## config.mk

```make
export PLATFORM = sky130hd
export DESIGN_NAME = store_hs_host
export DESIGN_NICKNAME = d
export VERILOG_FILES = /design/src/store_hs_pkg.sv /design/src/store_hs_host.sv
export SDC_FILE = /design/constraint.sdc
export NUM_CORES = 1
export LEC_CHECK = 0
export ABC_AREA = 0
export BUFFER_PORTS_ARGS = -buffer_cell sky130_fd_sc_hd__clkbuf_2
export CAP_MARGIN = 20
export CORE_AREA = 2 2 98 62
export DETAILED_ROUTE_END_ITERATION = 6
export DIE_AREA = 0 0 100 64
export PLACE_DENSITY_LB_ADDON = 0.15
export SLEW_MARGIN = 25
export SYNTH_ARGS = -nofsm -noshare
export SYNTH_HDL_FRONTEND = slang
export SYNTH_SLANG_ARGS = --single-unit
```

## constraint.sdc

```tcl
create_clock -name sys_clk -period 2.45 [get_ports sys_clk]
set_input_delay 0.49 -clock sys_clk [delete_from_list [all_inputs] [get_ports sys_clk]]
set_output_delay 0.49 -clock sys_clk [all_outputs]
set_load 0.03 [all_outputs]
```

## src/store_hs_pkg.sv

```systemverilog
// Purpose: shared constants and types for the store handshake host controller
// Assumes: 100 MHz system clock
// Notes:   times kept in their own units, cycle counts derived from them
package store_hs_pkg;

  localparam int unsigned CLK_MHZ = 100;
  // pull-down interval the device applies at the onset of a store, in ms
  localparam int unsigned PULLDOWN_MS = 20;
  localparam int unsigned PULLDOWN_CYC = PULLDOWN_MS * 1000 * CLK_MHZ;
  // default wait for the store to start, in us (longest wait rounds down)
  localparam int unsigned START_WAIT_US = 100;
  localparam int unsigned START_WAIT_CYC = START_WAIT_US * CLK_MHZ;
  // default bound on a whole store, in ms
  localparam int unsigned STORE_MAX_MS = 100;
  localparam int unsigned STORE_MAX_CYC = STORE_MAX_MS * 1000 * CLK_MHZ;
  // cycles before the host's own release can show on the synchronised line
  localparam int unsigned SETTLE_CYC = 6;
  // cycles in which a device store must show as a low line after the release
  localparam int unsigned NOBUSY_CYC = 16;
  localparam int unsigned CNT_W = 32;
  localparam logic [1:0] SYNC_RESET = 2'h3;

  typedef enum logic [2:0] {
    ST_IDLE,
    ST_REQUEST,
    ST_WAIT_BUSY,
    ST_WAIT_RELEASE,
    ST_SUPPRESS
  } hs_state_e;

  // handshake pin as two signals
  typedef struct packed {
    logic o;
    logic oe;
  } hs_drive_s;

  typedef struct packed {
    logic busy;
    logic done;
    logic timeout;
    logic write_allowed;
  } hs_status_s;

endpackage

```

## src/store_hs_host.sv

```systemverilog
// Purpose: host-side controller for the shared store/busy handshake line
// Assumes: open-drain line with external pull-up; one clock sys_clk
// Notes:   requests stores, watches busy, gates writes, optional suppression
//
// Function
// - a low from any party makes every device register a store request
// - shared lines are wired-AND; parties pull low, except a suppressing party that drives high
// - forcing the line high suppresses stores; device then abandons them
// - a suppressing party must hold the line high continuously
`timescale 1ns/1ps
module store_hs_host #(
  parameter int unsigned START_WAIT = store_hs_pkg::START_WAIT_CYC,
  parameter int unsigned STORE_MAX  = store_hs_pkg::STORE_MAX_CYC
) (
  input  wire logic                      sys_clk,
  input  wire logic                      rstn,
  input  wire logic                      store_req,
  input  wire logic                      suppress,
  input  wire logic                      hs_in,
  output logic                           hs_o,
  output logic                           hs_oe,
  output store_hs_pkg::hs_status_s       status
);

  // ------------------------------------------------------------
  // line synchroniser
  // ------------------------------------------------------------
  logic [1:0] sync_q;
  logic       hs_s3_q;
  logic       line_q;

  always_ff @(posedge sys_clk or negedge rstn) begin
    if (!rstn) begin
      sync_q  <= store_hs_pkg::SYNC_RESET;
      hs_s3_q <= 1'b1;
    end else begin
      sync_q  <= {sync_q[0], hs_in};
      hs_s3_q <= sync_q[1];
    end
  end

  // line level changes only once stages two and three agree
  always_ff @(posedge sys_clk or negedge rstn) begin
    if (!rstn) begin
      line_q <= 1'b1;
    end else if (sync_q[1] == hs_s3_q) begin
      line_q <= hs_s3_q;
    end
  end

  // ------------------------------------------------------------
  // sequencer
  // ------------------------------------------------------------
  store_hs_pkg::hs_state_e     state_q;
  logic [store_hs_pkg::CNT_W-1:0] cnt_q;
  logic                        drive_low_q;
  logic                        drive_high_q;
  logic                        done_q;
  logic                        timeout_q;

  function automatic logic [store_hs_pkg::CNT_W-1:0] lim(input int unsigned v);
    lim = v[store_hs_pkg::CNT_W-1:0];
  endfunction

  always_ff @(posedge sys_clk or negedge rstn) begin
    if (!rstn) begin
      state_q      <= store_hs_pkg::ST_IDLE;
      cnt_q        <= '0;
      drive_low_q  <= 1'b0;
      drive_high_q <= 1'b0;
      done_q       <= 1'b0;
      timeout_q    <= 1'b0;
    end else if (suppress && (state_q != store_hs_pkg::ST_SUPPRESS)) begin
      // suppression wins in every state, even in the middle of a store
      cnt_q        <= '0;
      drive_low_q  <= 1'b0;
      drive_high_q <= 1'b1;
      done_q       <= 1'b0;
      timeout_q    <= 1'b0;
      state_q      <= store_hs_pkg::ST_SUPPRESS;
    end else begin
      done_q    <= 1'b0;
      timeout_q <= 1'b0;
      case (state_q)
        store_hs_pkg::ST_IDLE: begin
          cnt_q <= '0;
          if (store_req && line_q) begin
            drive_low_q <= 1'b1;
            state_q     <= store_hs_pkg::ST_REQUEST;
          end else if (!line_q) begin
            // another party requested: every device sees it, host tracks busy
            state_q <= store_hs_pkg::ST_WAIT_RELEASE;
          end
        end
        store_hs_pkg::ST_REQUEST: begin
          // hold the request through store_start_delay so the device registers it
          cnt_q <= cnt_q + 1'b1;
          if (cnt_q >= lim(START_WAIT)) begin
            drive_low_q <= 1'b0;
            cnt_q       <= '0;
            state_q     <= store_hs_pkg::ST_WAIT_BUSY;
          end
        end
        store_hs_pkg::ST_WAIT_BUSY: begin
          // device busy keeps the line low; high means no store was needed
          // own release reaches line_q late, so the line is judged after settling
          cnt_q <= cnt_q + 1'b1;
          if ((cnt_q >= lim(store_hs_pkg::SETTLE_CYC)) && !line_q) begin
            cnt_q   <= '0;
            state_q <= store_hs_pkg::ST_WAIT_RELEASE;
          end else if (cnt_q >= lim(store_hs_pkg::NOBUSY_CYC)) begin
            done_q  <= 1'b1;
            state_q <= store_hs_pkg::ST_IDLE;
          end
        end
        store_hs_pkg::ST_WAIT_RELEASE: begin
          cnt_q <= cnt_q + 1'b1;
          if (line_q) begin
            done_q  <= 1'b1;
            state_q <= store_hs_pkg::ST_IDLE;
          end else if (cnt_q >= lim(STORE_MAX)) begin
            timeout_q <= 1'b1;
            state_q   <= store_hs_pkg::ST_IDLE;
          end
        end
        store_hs_pkg::ST_SUPPRESS: begin
          // leave once the line reads high, so an abandoned store is not seen as foreign
          if (!suppress && line_q) begin
            drive_high_q <= 1'b0;
            state_q      <= store_hs_pkg::ST_IDLE;
          end
        end
        default: begin
          drive_low_q  <= 1'b0;
          drive_high_q <= 1'b0;
          state_q      <= store_hs_pkg::ST_IDLE;
        end
      endcase
    end
  end

  // ------------------------------------------------------------
  // outputs
  // ------------------------------------------------------------
  always_ff @(posedge sys_clk or negedge rstn) begin
    if (!rstn) begin
      hs_o   <= 1'b1;
      hs_oe  <= 1'b0;
      status <= '0;
    end else begin
      hs_o           <= drive_high_q;
      hs_oe          <= drive_low_q | drive_high_q;
      status.busy    <= (state_q != store_hs_pkg::ST_IDLE)
                        && (state_q != store_hs_pkg::ST_SUPPRESS);
      status.done    <= done_q;
      status.timeout <= timeout_q;
      // writes from the host are pointless while the line is low
      status.write_allowed <= line_q && !drive_low_q;
    end
  end
endmodule

```

==> impl_summary.log <==
INFO  metric cellLeakagePower = 1.45 nW
INFO  metric timing.rr.start = cnt_q[7]
INFO  metric synthesized_cell_area = 2680 µm²
INFO  metric ff2ff_setup_slack = 0.08 ns
INFO  metric asyncSetResetFlopFracSynth = 1.00
INFO  metric global_route.usage.total = 0.222
INFO  metric final_setup_viols = 0
INFO  metric worst_setup_path_end_kind = flop
INFO  metric critPathKind = flop to flop
INFO  metric power.share.sequential = 0.477
INFO  metric detail_route.drc_violations = 0
INFO  metric die-width = 100 µm
INFO  metric run_status = finished clean
INFO  metric fp.dieH = 64 µm
INFO  metric number_of_flip_flops_and_latches_in_the_synthesized_netlist = 49
INFO  metric clock_latency = 0.30 ns
INFO  metric cap_violations = 0
INFO  metric drt-pass1-iter-count = 5
INFO  metric hold_viol_final = 0
INFO  metric cts_max_level = 2
INFO  metric tritoncts_num_sinks = 49
INFO  metric cp_top_family = simple AND/OR/NAND/NOR gates
INFO  metric met3_usage = 0.0438
INFO  metric cts_tree = done
INFO  metric route.detailed.wl_per_inst = 16.7 µm
INFO  metric p_comb_frac = 0.153
INFO  metric antennaDiodeCount = 0
INFO  metric dr_total_vias = 2,438
INFO  metric min_path_type = input port to asynchronous set/reset pin
INFO  metric start_util = 0.490
INFO  metric port_buffers = 10
INFO  metric finish.cell_count_without_fillers = 399
INFO  metric finalClockSkew = 0.00720 ns
INFO  metric fp-row-count = 21
INFO  metric clock-root-buffer = clkbuf_8
INFO  metric finalMaxSlewViolations = 0
INFO  metric flow.area_growth_from_synthesis = 20.7%
INFO  metric post-route-min-period = 2.37 ns
INFO  metric path_clk_slew = 0.10 ns
INFO  metric power_report.internal_total = 0.00136 W
INFO  metric fin_crit_sh = 0.966
INFO  metric worst_slew_margin_rel = 0.661
INFO  metric fillerInstances = 489
INFO  metric register_area = 1230 µm²
INFO  metric synth_top_cell_area_share = 0.411
INFO  metric grtUsageMet1 = 0.352
INFO  metric crit_required = 2.67 ns
INFO  metric routed_wl = 6680 µm
INFO  metric postSynthAreaPerCell = 9.33 µm²
INFO  metric worstReg2RegEnd = cnt_q[15]
INFO  metric grt.busiest_layer = met1
INFO  metric yosys-top-cells-area = dfrtp_1 41%, dfstp_2 4.9%, a21oi_1 4.3%
INFO  metric multi_input_comb_area = 1380 µm²
INFO  metric hold_slack = 0.0624 ns
INFO  metric power_density = 574 nW/µm²
INFO  metric power.net_switching = 0.000490 W
INFO  metric drtAntennaViolNets = 0
INFO  metric grt_first_pass_wirelength = 11,200 µm
INFO  metric timing.critical_path.arrival = 2.59 ns
INFO  metric synth-edff-count = 0
INFO  metric detailedPlacementHpwl = 4840 µm
INFO  metric power_switching_share = 0.264
INFO  metric cp.buffers_inverters = 1
INFO  metric crit_path_max_fanout = 13
INFO  metric fp.coreArea = 5470 µm²
INFO  metric worst_supply_voltage_drop_on_vdd = 0.000301 V
INFO  metric net_count_after_synthesis = 294
INFO  metric numCtsBuffers = 5
INFO  metric final_net_count = 336
INFO  metric setup.worst_path.start_class = flop
INFO  metric critical-path-max-stage-delay = 0.57 ns
INFO  metric dominantRegCellSynth = dfrtp_1
INFO  metric ys_types = 56
INFO  metric initial_antenna_violation_count = 0
INFO  metric synth-warning-count = 0
INFO  metric slowest_stage = or4_4
INFO  metric synth_top_area_cell = dfrtp_1
INFO  metric first_global_vias = 2,304
INFO  metric ios = 11
INFO  metric dr.first_iter.drc_count = 223
INFO  metric clk_path_buf_depth = 2
INFO  metric drive_gt1_frac = 0.230
INFO  metric place.detailed.instances = 391
INFO  metric globalRoute.totalOverflow = 0
INFO  metric gp_congestion = 0.852
INFO  metric post_synth_inst_count = 287
INFO  metric tightestPinTransition = 0.502 ns
INFO  metric vias_per_cell = 6.11
INFO  metric cp_cell_sequence = or4_4 > and3_1 > a2bb2oi_2 > o21a_2 > buf_4 > or3_1 > o21ai_0
INFO  metric max_clock_freq = 423 MHz
INFO  metric grt.met2_usage = 0.306
INFO  metric part_of_the_power_in_the_clock_network = 0.370
INFO  metric die_area = 6400 µm²
INFO  metric synth_seq_area_share = 0.460
INFO  metric largest_net_degree_at_the_start_of_global_routing = 27
INFO  metric reg2reg_depth = 7
-- cell families (layout without fill, tap and decap cells) --
family | after synthesis | in the layout | synth area share
AND/OR/NAND/NOR | 117 | 117 | 0.244
AO/OA/AOI/OAI | 89 | 89 | 0.224
flip-flops | 49 | 49 | 0.460
buffers and inverters | 24 | 67 | 0.0402
multiplexers | 4 | 4 | 0.0150
adder cells (fa/ha/maj) | 3 | 3 | 0.0131
XOR/XNOR | 1 | 1 | 0.00327
-- cells in the mapped netlist (all sizes together) (2+ instances only) --
cell type / number
a21boi: 2
a21o: 7
a21oi: 23
a22o: 3
a31oi: 3
and2: 3
and3: 8
and4: 3
buf: 7
clkbuf: 5
dfrtp: 44
dfstp: 5
ha: 2
inv: 12
mux2i: 4
nand2: 25
nand2b: 2
nand3: 20
nand4: 5
nor2: 15
nor2b: 2
nor3: 8
nor3b: 3
nor4: 7
o21a: 3
o21ai: 20
o311ai: 7
o31ai: 5
o41ai: 5
or2: 2
or3: 7
or4: 4
-- worst reg2reg max path, delay by kind of cell, from the launching register on --
kind | cells | cell delay (ns)
flip-flops | 1 | 0.39
buffers and inverters | 1 | 0.21
AO/OA/AOI/OAI | 3 | 0.56
AND/OR/NAND/NOR | 3 | 1.14
-- power groups by stage --
stage          registers [W]  logic [W]  clock network, W
6_report            0.000885   0.000283          0.000687
5_1_grt             0.000890   0.000316          0.000730
4_1_cts             0.000884   0.000281          0.000699
3_5_place_dp        0.000899   0.000279                 0
3_3_place_gp        0.000897   0.000277                 0
2_1_floorplan       0.000925   0.000143                 0
-- cell type report --
class,count,share of cell area
clock buffers,5,0.0213
inverters,12,0.0139
repair buffers,47,0.109
well taps,69,0.0267
flip-flops and latches,49,0.382
clock inverters,3,0.0201
multi-input cells,214,0.427
-- flip-flops by register name, summed over array words and instances (netlist names), 2 cells and up --
signal / flops
sync_q: 2
status: 4
state_q: 3
cnt_q: 32
-- per-layer routing --
metal / wire (µm) / vias up / share of wire
li1: - / 1169 / -
met1: 3420 / 1157 / 0.51
met2: 2660 / 105 / 0.40
met3: 553 / 7 / 0.083
met4: 47 / 0 / 0.0070
met5: 0 / - / 0
-- cells in the final DEF, fill, tap and decap left out, types with 8 or more instances in the layout --
cell	count
a21oi_1	23
o21ai_0	19
buf_4	35
nand2_1	25
dfrtp_1	43
inv_1	12
clkbuf_2	10
nand3_1	20
nor2_1	15
and3_1	8
-- stage by stage --
step / TNS, ns / util / power [W] / area [µm²] / worst slack (ns)
6_report: 0 / 0.592 / 0.00185 / 3230 / 0.0833
5_1_grt: -0.00943 / 0.592 / 0.00194 / 3230 / -0.00943
4_1_cts: 0 / 0.583 / 0.00186 / 3190 / 0.0137
3_5_place_dp: 0 / 0.559 / 0.00118 / 3050 / 0.0636
3_3_place_gp: 0 / 0.559 / 0.00117 / 3050 / 0.0233
2_1_floorplan: 0 / - / 0.00107 / 2680 / 0.244
-- worst max-delay path by stage --
stage | startpoint | to | slack [ns] | cells after the start
3_5_place_dp | cnt_q[20] | cnt_q[15] | 0.06 | 7
5_1_grt | cnt_q[20] | cnt_q[15] | -0.009 | 7
2_1_floorplan | cnt_q[7] | cnt_q[23] | 0.24 | 7
4_1_cts | cnt_q[20] | cnt_q[15] | 0.01 | 7
3_3_place_gp | cnt_q[20] | cnt_q[15] | 0.02 | 7
6_report | cnt_q[7] | cnt_q[15] | 0.08 | 7
-- repair_timing --
action / in CTS / in global routing
endpoints found under the setup margin: 0 / 10
hold buffers: 0 / 0
setup buffers: 0 / 0
resized for setup: 0 / 8
(Power assumes the default switching activity.)
